`config.mk`:
```
export PLATFORM = sky130hd
export DESIGN_NAME = flex_timer
export DESIGN_NICKNAME = d
export VERILOG_FILES = /design/src/common/flex_timer_pkg.sv /design/src/design/flex_timer_capture.sv /design/src/design/flex_timer.sv
export SDC_FILE = /design/constraint.sdc
export NUM_CORES = 1
export LEC_CHECK = 0
export ABC_CLOCK_PERIOD_IN_PS = 3900
export BUFFER_PORTS_ARGS = -buffer_cell sky130_fd_sc_hd__buf_2
export CELL_PAD_IN_SITES_DETAIL_PLACEMENT = 0
export CELL_PAD_IN_SITES_GLOBAL_PLACEMENT = 1
export CORE_MARGIN = 3
export CORE_UTILIZATION = 40
export CTS_BUF_LIST = sky130_fd_sc_hd__clkbuf_4
export DETAILED_ROUTE_END_ITERATION = 16
export GPL_TIMING_DRIVEN = 0
export HOLD_SLACK_MARGIN = 0.08
export PLACE_DENSITY_LB_ADDON = 0.08
export SYNTH_ARGS = -nofsm -noshare
export SYNTH_HDL_FRONTEND = slang
export SYNTH_SLANG_ARGS = --single-unit
```
`constraint.sdc`:
```
create_clock -name clk -period 3.9 [get_ports clk]
set_input_delay 0.78 -clock clk [delete_from_list [all_inputs] [get_ports clk]]
set_output_delay 0.78 -clock clk [all_outputs]
set_load 0.02 [all_outputs]
```
`src/common/flex_timer_pkg.sv`:
```
// Package: register map, field positions, reset values and carriers
package flex_timer_pkg;
  // Register word byte addresses (chosen map)
  localparam logic [7:0] OFS_MODE = 8'h00;
  localparam logic [7:0] OFS_SYNC = 8'h04;
  localparam logic [7:0] OFS_MOD = 8'h08;
  localparam logic [7:0] OFS_CNTINIT = 8'h0c;
  localparam logic [7:0] OFS_COUNT = 8'h10;
  localparam logic [7:0] OFS_STATUS = 8'h14;
  localparam logic [7:0] OFS_OUTPUT_INIT_LEVELS = 8'h18;
  localparam logic [7:0] OFS_OUTPUT_MASK_REGISTER = 8'h1c;
  localparam logic [7:0] OFS_CAPCTRL = 8'h20;
  localparam logic [7:0] OFS_CH0 = 8'h24;
  localparam logic [7:0] OFS_CH1 = 8'h28;
  localparam logic [7:0] OFS_WRITE_PROTECT_ENABLE_BIT = 8'h2c;
  // Mode register fields
  localparam int MODE_CAPTURE_TEST_ENABLE = 4;
  localparam int MODE_RESTRICT = 3;
  localparam int MODE_WRITE_PROTECT_DISABLE = 2;
  localparam int MODE_INIT = 1;
  localparam int MODE_EXTEN = 0;
  // Sync register fields
  localparam int SYNC_SWTRIG = 0;
  // Channel value word: bit 8 position, unused; channel reads return all 16 bits
  localparam int CH_HIBYTE = 8;
  // Reset values
  localparam logic [15:0] MOD_RST = 16'hffff;
  localparam logic [15:0] COUNTER_INITIAL_VALUE_RST = 16'h0000;
  localparam logic WRITE_PROTECT_DISABLE_RST = 1'b0;
  // Synchronisation targets carried together
  typedef struct packed {
    logic mod_cv;
    logic mask_cnt;
  } sync_sel_t;
  // Capture pair state carried together
  typedef struct packed {
    logic [15:0] buf_n;
    logic [15:0] buf_n1;
    logic [15:0] val_n;
    logic [15:0] val_n1;
  } cap_pair_t;
endpackage

```
`src/design/flex_timer_capture.sv`:
```
// Dual-edge capture pair with read-coherent buffers
`timescale 1ns/1ps
module flex_timer_capture (
  input wire logic clk,
  input wire logic arst_n,
  input wire logic enable,
  input wire logic rise,
  input wire logic fall,
  input wire logic [15:0] count,
  input wire logic rd_ch_n,
  input wire logic cv_load,
  input wire logic [15:0] cv_n_wbuf,
  input wire logic [15:0] cv_n1_wbuf,
  output flex_timer_pkg::cap_pair_t pair
);
  import flex_timer_pkg::*;

  cap_pair_t pair_reg;
  cap_pair_t pair_next;

  // Edge captures; sync load of channel values only applies outside capture
  always_comb begin
    pair_next = pair_reg;
    if (enable) begin
      if (rise) begin
        pair_next.buf_n = count;
      end
      if (fall) begin
        pair_next.val_n = pair_reg.buf_n;
        pair_next.buf_n1 = count;
      end
      if (rd_ch_n) begin
        // Reading channel n first keeps the pair coherent
        pair_next.val_n1 = pair_reg.buf_n1;
      end
    end else if (cv_load) begin
      pair_next.val_n = cv_n_wbuf;
      pair_next.val_n1 = cv_n1_wbuf;
    end
  end

  always_ff @(posedge clk or negedge arst_n) begin
    if (!arst_n) begin
      pair_reg <= '0;
    end else begin
      pair_reg <= pair_next;
    end
  end

  assign pair = pair_reg;

  a_fall_moves_buf: assert property (@(posedge clk) disable iff (!arst_n)
    enable && fall |=> pair_reg.val_n == $past(pair_reg.buf_n))
    else $error("falling edge did not move capture buffer");
  a_read_moves_next: assert property (@(posedge clk) disable iff (!arst_n)
    enable && rd_ch_n |=> pair_reg.val_n1 == $past(pair_reg.buf_n1))
    else $error("channel n read did not move next buffer");
endmodule

```
`src/design/flex_timer.sv`:
```
// Flexible 16-bit timer: mode control, counter, dual-edge capture
//
// The APB slave port and the address map were decided locally.
`timescale 1ns/1ps
module flex_timer #(
  parameter int CHANNELS = 2
) (
  input wire logic clk,
  input wire logic arst_n,
  input wire logic psel,
  input wire logic penable,
  input wire logic pwrite,
  input wire logic [7:0] paddr,
  input wire logic [31:0] pwdata,
  output logic [31:0] prdata,
  output logic pready,
  output logic pslverr,
  input wire logic ch_in_pin,
  input wire logic hw_trigger,
  output logic [CHANNELS-1:0] ch_out,
  output logic [15:0] count_value,
  output logic signed_mode,
  output logic capture_test
);
  import flex_timer_pkg::*;

  initial begin
    if (CHANNELS != 2) $error("one capture pair needs CHANNELS of 2");
  end

  // Mode and control registers
  logic capture_test_enable_reg, capture_test_enable_next;
  logic restrict_reg, restrict_next;
  logic write_protect_disable_reg, write_protect_disable_next;
  logic write_protect_enable_bit_seen_reg, write_protect_enable_bit_seen_next;
  logic exten_reg, exten_next;
  logic capen_reg, capen_next;
  logic tof_reg, tof_next;
  logic [15:0] mod_reg, mod_next, mod_wbuf_reg, mod_wbuf_next;
  logic [15:0] counter_initial_value_reg, counter_initial_value_next;
  logic [15:0] cnt_reg, cnt_next;
  logic [CHANNELS-1:0] oinit_reg, oinit_next;
  logic [CHANNELS-1:0] mask_reg, mask_next, mask_wbuf_reg, mask_wbuf_next;
  logic [CHANNELS-1:0] out_reg, out_next;
  logic [15:0] cv0_wbuf_reg, cv0_wbuf_next, cv1_wbuf_reg, cv1_wbuf_next;
  logic [31:0] rdata_reg, rdata_next;
  logic sw_trig;
  sync_sel_t sel;
  logic wr, rd;
  logic in_s1_reg, in_s2_reg, in_d_reg, trg_s1_reg, trg_s2_reg, trg_d_reg;
  logic rise, fall, hw_pulse, rd_ch0;
  cap_pair_t pair;

  // Two-flop synchronisers; edges detected after the second stage only
  always_ff @(posedge clk or negedge arst_n) begin
    if (!arst_n) begin
      in_s1_reg <= 1'b0;
      in_s2_reg <= 1'b0;
      in_d_reg <= 1'b0;
      trg_s1_reg <= 1'b0;
      trg_s2_reg <= 1'b0;
      trg_d_reg <= 1'b0;
    end else begin
      in_s1_reg <= ch_in_pin;
      in_s2_reg <= in_s1_reg;
      in_d_reg <= in_s2_reg;
      trg_s1_reg <= hw_trigger;
      trg_s2_reg <= trg_s1_reg;
      trg_d_reg <= trg_s2_reg;
    end
  end

  assign rise = in_s2_reg & ~in_d_reg;
  assign fall = ~in_s2_reg & in_d_reg;
  assign hw_pulse = trg_s2_reg & ~trg_d_reg;

  // APB: zero wait states, every access completes in its access phase
  assign wr = psel & penable & pwrite;
  assign rd = psel & penable & ~pwrite;
  assign pready = 1'b1;
  assign sw_trig = wr && paddr == OFS_SYNC && pwdata[SYNC_SWTRIG];
  assign rd_ch0 = rd && paddr == OFS_CH0;

  // Trigger routing: restrict splits sources between targets
  always_comb begin
    if (restrict_reg) begin
      sel.mod_cv = sw_trig;
      sel.mask_cnt = hw_pulse;
    end else begin
      sel.mod_cv = sw_trig | hw_pulse;
      sel.mask_cnt = sw_trig | hw_pulse;
    end
  end

  // Register writes, counter and flags
  always_comb begin
    capture_test_enable_next = capture_test_enable_reg;
    restrict_next = restrict_reg;
    write_protect_disable_next = write_protect_disable_reg;
    write_protect_enable_bit_seen_next = write_protect_enable_bit_seen_reg;
    exten_next = exten_reg;
    capen_next = capen_reg;
    tof_next = tof_reg;
    mod_next = mod_reg;
    mod_wbuf_next = mod_wbuf_reg;
    counter_initial_value_next = counter_initial_value_reg;
    oinit_next = oinit_reg;
    mask_next = mask_reg;
    mask_wbuf_next = mask_wbuf_reg;
    out_next = out_reg;
    cv0_wbuf_next = cv0_wbuf_reg;
    cv1_wbuf_next = cv1_wbuf_reg;
    // Counter: wrap from modulo back to initial value
    if (cnt_reg == mod_reg) begin
      cnt_next = counter_initial_value_reg;
      tof_next = 1'b1;
    end else begin
      cnt_next = cnt_reg + 16'h0001;
    end
    // Enable bit reads as inverse of disable; a read of one arms the set
    if (rd && paddr == OFS_WRITE_PROTECT_ENABLE_BIT && !write_protect_disable_reg) begin
      write_protect_enable_bit_seen_next = 1'b1;
    end
    if (wr) begin
      case (paddr)
        OFS_MODE: begin
          if (write_protect_disable_reg) begin
            capture_test_enable_next = pwdata[MODE_CAPTURE_TEST_ENABLE];
            exten_next = pwdata[MODE_EXTEN];
          end
          restrict_next = pwdata[MODE_RESTRICT];
          if (pwdata[MODE_WRITE_PROTECT_DISABLE] && write_protect_enable_bit_seen_reg) begin
            write_protect_disable_next = 1'b1;
            write_protect_enable_bit_seen_next = 1'b0;
          end
          if (pwdata[MODE_INIT]) begin
            out_next = oinit_reg;
          end
        end
        OFS_WRITE_PROTECT_ENABLE_BIT: begin
          if (pwdata[0]) begin
            write_protect_disable_next = 1'b0;
            write_protect_enable_bit_seen_next = 1'b0;
          end
        end
        OFS_MOD: mod_wbuf_next = pwdata[15:0];
        OFS_CNTINIT: begin
          if (exten_reg) begin
            counter_initial_value_next = pwdata[15:0];
          end
        end
        OFS_STATUS: begin
          // Write one to clear; a wrap in the same cycle wins
          if (pwdata[0] && !(cnt_reg == mod_reg)) begin
            tof_next = 1'b0;
          end
        end
        OFS_OUTPUT_INIT_LEVELS: oinit_next = pwdata[CHANNELS-1:0];
        OFS_OUTPUT_MASK_REGISTER: begin
          if (exten_reg) begin
            mask_wbuf_next = pwdata[CHANNELS-1:0];
          end
        end
        OFS_CAPCTRL: begin
          if (exten_reg) begin
            capen_next = pwdata[0];
          end
        end
        OFS_CH0: cv0_wbuf_next = pwdata[15:0];
        OFS_CH1: cv1_wbuf_next = pwdata[15:0];
        default: begin
        end
      endcase
    end
    // Synchronised buffer loads
    if (sel.mod_cv) begin
      mod_next = mod_wbuf_next;
    end
    if (sel.mask_cnt) begin
      mask_next = mask_wbuf_next;
      cnt_next = counter_initial_value_reg;
    end
  end

  always_ff @(posedge clk or negedge arst_n) begin
    if (!arst_n) begin
      capture_test_enable_reg <= 1'b0;
      restrict_reg <= 1'b0;
      write_protect_disable_reg <= WRITE_PROTECT_DISABLE_RST;
      write_protect_enable_bit_seen_reg <= 1'b0;
      exten_reg <= 1'b0;
      capen_reg <= 1'b0;
      tof_reg <= 1'b0;
      mod_reg <= MOD_RST;
      mod_wbuf_reg <= MOD_RST;
      counter_initial_value_reg <= COUNTER_INITIAL_VALUE_RST;
      cnt_reg <= COUNTER_INITIAL_VALUE_RST;
      oinit_reg <= '0;
      mask_reg <= '0;
      mask_wbuf_reg <= '0;
      out_reg <= '0;
      cv0_wbuf_reg <= 16'h0000;
      cv1_wbuf_reg <= 16'h0000;
    end else begin
      capture_test_enable_reg <= capture_test_enable_next;
      restrict_reg <= restrict_next;
      write_protect_disable_reg <= write_protect_disable_next;
      write_protect_enable_bit_seen_reg <= write_protect_enable_bit_seen_next;
      exten_reg <= exten_next;
      capen_reg <= capen_next;
      tof_reg <= tof_next;
      mod_reg <= mod_next;
      mod_wbuf_reg <= mod_wbuf_next;
      counter_initial_value_reg <= counter_initial_value_next;
      cnt_reg <= cnt_next;
      oinit_reg <= oinit_next;
      mask_reg <= mask_next;
      mask_wbuf_reg <= mask_wbuf_next;
      out_reg <= out_next;
      cv0_wbuf_reg <= cv0_wbuf_next;
      cv1_wbuf_reg <= cv1_wbuf_next;
    end
  end

  flex_timer_capture u_capture (
    .clk(clk),
    .arst_n(arst_n),
    .enable(capen_reg),
    .rise(rise),
    .fall(fall),
    .count(cnt_reg),
    .rd_ch_n(rd_ch0),
    .cv_load(sel.mod_cv),
    .cv_n_wbuf(cv0_wbuf_reg),
    .cv_n1_wbuf(cv1_wbuf_reg),
    .pair(pair)
  );

  // Read mux; init bit always reads zero
  always_comb begin
    rdata_next = 32'h0000_0000;
    if (psel && !penable && !pwrite) begin
      case (paddr)
        OFS_MODE: rdata_next = {27'h0, capture_test_enable_reg, restrict_reg, write_protect_disable_reg,
          1'b0, exten_reg};
        OFS_MOD: rdata_next = {16'h0, mod_reg};
        OFS_CNTINIT: rdata_next = {16'h0, counter_initial_value_reg};
        OFS_COUNT: rdata_next = {16'h0, cnt_reg};
        OFS_STATUS: rdata_next = {31'h0, tof_reg};
        OFS_OUTPUT_INIT_LEVELS: rdata_next = {{(32-CHANNELS){1'b0}}, oinit_reg};
        OFS_OUTPUT_MASK_REGISTER: rdata_next = {{(32-CHANNELS){1'b0}}, mask_reg};
        OFS_CAPCTRL: rdata_next = {31'h0, capen_reg};
        OFS_CH0: rdata_next = {16'h0, pair.val_n};
        OFS_CH1: rdata_next = {16'h0, pair.val_n1};
        OFS_WRITE_PROTECT_ENABLE_BIT: rdata_next = {31'h0, ~write_protect_disable_reg};
        default: rdata_next = 32'h0000_0000;
      endcase
    end else begin
      rdata_next = rdata_reg;
    end
  end

  always_ff @(posedge clk or negedge arst_n) begin
    if (!arst_n) begin
      rdata_reg <= 32'h0000_0000;
    end else begin
      rdata_reg <= rdata_next;
    end
  end

  assign prdata = rdata_reg;
  assign pslverr = 1'b0;
  // Masked channels are forced low
  assign ch_out = out_reg & ~mask_reg;
  assign count_value = cnt_reg;
  assign signed_mode = counter_initial_value_reg[15];
  assign capture_test = capture_test_enable_reg;

  a_protect_capture_test_enable: assert property (@(posedge clk) disable iff (!arst_n)
    wr && paddr == OFS_MODE && !write_protect_disable_reg |=> $stable(capture_test_enable_reg))
    else $error("protected bit changed while protected");
  a_write_protect_enable_bit_clears: assert property (@(posedge clk) disable iff (!arst_n)
    wr && paddr == OFS_WRITE_PROTECT_ENABLE_BIT && pwdata[0] |=> !write_protect_disable_reg)
    else $error("enable write did not clear disable");
  a_write_protect_disable_needs_read: assert property (@(posedge clk) disable iff (!arst_n)
    !write_protect_disable_reg && !write_protect_enable_bit_seen_reg |=> !write_protect_disable_reg)
    else $error("disable set without prior read");
  a_init_drives: assert property (@(posedge clk) disable iff (!arst_n)
    wr && paddr == OFS_MODE && pwdata[MODE_INIT]
    |=> out_reg == $past(oinit_reg))
    else $error("init did not load output levels");
  a_exten_protect: assert property (@(posedge clk) disable iff (!arst_n)
    !write_protect_disable_reg |=> $stable(exten_reg))
    else $error("extended enable changed while protected");
  a_wrap_sets_tof: assert property (@(posedge clk) disable iff (!arst_n)
    cnt_reg == mod_reg && !sel.mask_cnt
    |=> tof_reg && cnt_reg == $past(counter_initial_value_reg))
    else $error("wrap did not set overflow");
  a_sync_loads: assert property (@(posedge clk) disable iff (!arst_n)
    sel.mask_cnt |=> cnt_reg == $past(counter_initial_value_reg))
    else $error("sync did not reinitialise counter");
  a_restrict_route: assert property (@(posedge clk) disable iff (!arst_n)
    restrict_reg && hw_pulse && !sw_trig |-> !sel.mod_cv)
    else $error("hardware trigger reached modulo in restricted mode");
  a_count_step: assert property (@(posedge clk) disable iff (!arst_n)
    cnt_reg != mod_reg && !sel.mask_cnt
    |=> cnt_reg == $past(cnt_reg) + 16'h0001)
    else $error("counter did not step by one");
endmodule

```
# After elaboration in Yosys (flattened, before gate mapping)
# Cells that the tools add are included.
# op_classes
addsub	1
n_eq_ne	16
mux	25
n_bitwise	14
reduce_logical	29
# ops
op	count
$pmux 16 s11	1
$mux 16	6
$mux 32	2
$eq 8x5->1 const B	4
$eq 8x6->1 const B	4
$add 16x1->16 const B	1
$eq 16x16->1	1
$eq 8x4->1 const B	2
$reduce_and 2->1	8
$reduce_and 3->1	4
$mux 1	10
$logic_and 1x1->1	9
$eq 8x3->1 const B	1
$logic_not 8->1	1
$mux 2	4
$and 1x1->1	6
$not 1->1	5
$logic_not 1->1	4
$ne 2x1->1 const B	2
$ne 2x2->1 const B	2
$pmux 1 s2	2
$reduce_and 4->1	1
$reduce_bool 2->1	2
$and 2x2->2	1
other kinds (2)	2
# word_totals
register_bits	213
inputBits	47
out_inout_bits	54
word_cells	113

# Depth between registers and ports, before layout
# depth
depth_word	8
depth_mapped	9

# Hierarchy
# From an unflattened synthesis, not the netlist that was laid out.
# unflattened
cells_unflattened	760
area_unflattened_um2	9764.4
# modules_own_cells
module	instances	cells_each	area_per_inst_um2
flex_timer	1	552	6637.6
flex_timer_capture	1	208	3126.7

# Least setup slack after synthesis
# No wires, ideal clock.
# synth_path
path_kind	input port to flip-flop
startpoint	input port paddr[4]
endpoint	register mod_reg[0]
setup_time_ns	0.082
arrival_ns	2.290
path_slack_ns	1.528
path_stages	7
path_buffers	3
cell_sequence	buf_6 -> nor4_4 -> buf_6 -> and3_1 -> buf_4 -> mux2_2 -> mux2_2
# synth_via
elab_cells_between_ends	8
cone_classes	2 x eq/ne; 3 x mux; 1 x bitwise; 2 x reduce/logical
# synth_rtl
item	line_no	rtl
from (decl)	flex_timer.sv:13	input wire logic [7:0] paddr,
$eq 8x4->1	flex_timer.sv:125	case (paddr)
$mux 16	flex_timer.sv:125	
$mux 16	flex_timer.sv:124	if (wr) begin
net mod_wbuf_next[0]	flex_timer.sv:39	logic [15:0] mod_reg, mod_next, mod_wbuf_reg, mod_wbuf_next;
to (signal assigned)	flex_timer.sv:212	mod_reg <= mod_next;
to (decl)	flex_timer.sv:39	
# The timed path passes the listed nets, and every way through them passes these cells.
# A chain may end at the register's enable or synchronous reset.

# Final worst setup path
# layout_path
startpoint	register cnt_reg[0] (netlist: count_value[0])
endpoint	register cnt_reg[8] (netlist: count_value[8])
# layout_via
elab_chain_cells	3
elab_cells_between_ends	4
cone_classes	1 x add/sub; 1 x eq/ne; 2 x mux
# layout_lines
item	line_no	rtl
from (decl)	flex_timer.sv:41	logic [15:0] cnt_reg, cnt_next;
from (signal assigned)	flex_timer.sv:215	cnt_reg <= cnt_next;
$add 16x1->16 / $eq 16x16->1 (equally long branches)	flex_timer.sv:118, flex_timer.sv:114	
$mux 16 *	flex_timer.sv:114	if (cnt_reg == mod_reg) begin
$mux 16 *	flex_timer.sv:179	if (sel.mask_cnt) begin
net cnt_next[8]	flex_timer.sv:41	
# Mark *: on every way through the listed nets, which the timed path passes. The rest lies on a longest branch.

==> results.json <==
{
  "ys.warnings.count": 0,
  "htreeDepth": 4,
  "grt_overflow_total": 0,
  "max_slew_margin_pct": 46.4,
  "vias": 6910,
  "final_cell_mix": "dfrtp_1, nand2_1, buf_2",
  "drt_pass1_iterations": 11,
  "slew_viol_final": 0,
  "drtAntennaViolNets": 0,
  "worst_setup_path_end_kind": "flip-flop",
  "finalSetupViolations": 0,
  "start_kind": "flip-flop",
  "globalRouteTotalUtil_pct": 22.4,
  "post_cts_buffers": 0,
  "crit_required_ns": 4.38,
  "cts.repair.resized": 0,
  "path_max_fanout": 10,
  "antenna_found_initial": 1,
  "grt_pass1_vias": 6964,
  "fillers": 2251,
  "cts_buffers": 17,
  "rsz0062_at_grt": "no",
  "post-route-period-util_pct": 65.0,
  "synthFlopType": "dfrtp_1",
  "status": "completed",
  "path_class": "flip-flop to flip-flop",
  "fin_setup_tns_ns": 0,
  "path_clk_slew_ns": 0.18,
  "yosysUniqueCellTypes": 67,
  "syn_avg_cell_area_sq_um": 11.2,
  "cts.sinks": 197,
  "finClkSkew_ns": 0.0305,
  "drt_iter0_drc": 506,
  "syn2layout_area_growth_pct": 11.2,
  "drc": 0,
  "leakage_nw": 4.91,
  "insertion_delay_ns": 0.59,
  "period_needed_ns": 2.54,
  "rows": 55,
  "cts_buffer_depth": 2,
  "start_util_pct": 41.4,
  "maxCapViolCount": 0,
  "power_density_mw_per_mm2": 349,
  "final_common_cell": "dfrtp_1",
  "synth-seq-area-share_pct": 52.1,
  "viasPerCell": 5.39,
  "cts_tree": "yes",
  "finalHoldViolations": 0,
  "place.gp.congestion": 0.829,
  "fmax_ghz": 0.394,
  "synthCells": 853,
  "drive_gt1_share_pct": 32.8,
  "async_reset_ff_share_pct": 100,
  "hold_ws_ns": 0.191,
  "largest_reg_flops": 64,
  "syn-cell-area_sq_mm": 0.00954,
  "ys_ff_latch": 197,
  "die-area_sq_mm": 0.0257,
  "core_area_sq_mm": 0.0231,
  "final_nets": 1001,
  "grt_pass1_wl_mm": 43.7,
  "grt_max_degree": 106,
  "wl_per_cell_um": 22.2,
  "crit_arrival_ns": 3.02,
  "holdBufCountCts": 0,
  "reg2reg_from": "count_value[0]",
  "synth_edf_count": 0,
  "ios": 101,
  "critPathLaunch": "count_value[0]",
  "worstMarginPinSlew_ns": 0.804,
  "io_buffers": 64,
  "die_w_um": 160,
  "min_path_type": "primary input to asynchronous set/reset pin",
  "root_buffer": "clkbuf_4",
  "dpl.hpwl_mm": 20.6,
  "fp.dieH_um": 160,
  "drt_wl_total_mm": 28.5,
  "irDropWorstVdd_uv": 154
}
[cell families (layout without fill, tap and decap cells)]
| family | count (synthesis) | in the layout | share of synthesized area, % |
|---|---|---|---|
| and+or+nand+nor | 274 | 274 | 14.2 |
| DFF | 197 | 197 | 52.1 |
| AOI/OAI and AO/OA | 146 | 146 | 11.4 |
| muxes | 111 | 111 | 13.8 |
| buffers and inverters | 92 | 189 | 5.42 |
| xor gates and xnor gates | 30 | 30 | 2.76 |
| other | 2 | 20 | 0.0787 |
| adders and majority gates | 1 | 1 | 0.131 |
[through the flow]
stage / cells / setup slack [ns] / power [W] / area, sq um / utilization (%)
after floorplan: 869 / 1.53 / 0.00247 / 9600 / -
after global placement: 1246 / -1.46 / 0.00267 / 10300 / 44.7
after detailed placement: 1247 / 0.883 / 0.00267 / 10300 / 44.9
after CTS: 1279 / 1.39 / 0.00373 / 10600 / 46.0
after global routing: 1281 / 1.29 / 0.00386 / 10600 / 46.0
final: 1281 / 1.36 / 0.00370 / 10600 / 46.0
[cell usage after synthesis (4+ instances only)]
library cell  count  area share (%)
xor2_1            7            0.64
mux2i_1           5            0.52
a222oi_1          8            0.84
a21oi_1           8            0.42
buf_2            24             1.3
a211oi_1         14             1.1
and3_1            6            0.39
buf_6             5            0.59
dfstp_2          32             8.8
dfrtp_1         165              43
a31oi_1          20             1.3
nand3_1          21             1.1
o22ai_1           4            0.26
buf_4            23             1.8
inv_1             9            0.35
a22o_1           20             1.8
mux2_2           86              10
nor3_1            8            0.42
mux2_4           20             3.1
xnor2_1          23             2.1
o21ai_0          28             1.5
nand2_1         123             4.8
o221a_2          14             1.7
nor2_1           59             2.3
a22oi_1           9            0.71
nand4_1          11            0.72
nor2b_1          17             1.1
clkbuf_1         27             1.1
[layout make-up]
cell class | count | area, sq um | area share (%)
Antenna cell | 2 | 5.00 | 0.0472
Buffer | 83 | 483 | 4.55
Clock buffer | 18 | 135 | 1.27
Clock inverter | 14 | 119 | 1.12
Inverter | 9 | 33.8 | 0.319
Multi-Input combinational cell | 580 | 4110 | 38.8
Sequential cell | 197 | 4970 | 46.9
Tap cell | 313 | 392 | 3.69
Timing Repair Buffer | 65 | 358 | 3.37
[path summary, 6_finish.rpt]
check                                     to  slack (ns)  cells past startpoint
max                           count_value[8]        1.36                      7
min                        u_capture.pair[3]        0.19                      1
min reg2reg                       trg_s2_reg        0.37                      0
max in group asynchronous    mod_wbuf_reg[6]        2.74                      2
max reg2reg                   count_value[8]        1.36                      7
min in group clk                   in_s1_reg        0.28                      1
[where the power goes]
part | leakage, nW | total (W) | switching, W | internal, W
Combinational | 2.19 | 0.000434 | 0.000274 | 0.000160
Clock | 0.130 | 0.00106 | 0.000783 | 0.000279
Sequential | 2.58 | 0.00220 | 0.0000747 | 0.00213
[critical path, stage by stage, from the launching register on]
cell	delay, ns
dfrtp_1	0.43
clkbuf_1	0.43
xnor2_1	0.21
nand4_1	0.19
nor4_4	0.49
nor2_2	0.17
buf_6	0.21
mux2_4	0.30
[routing by layer]
metal	up-vias	track usage (%)	wire [um]
met5	-	0	0
met4	0	5.21	442
met3	24	3.69	1170
met2	154	36.7	13600
met1	3526	31.3	13200
li1	3206	-	-
Power figures use the tool's default switching activity.
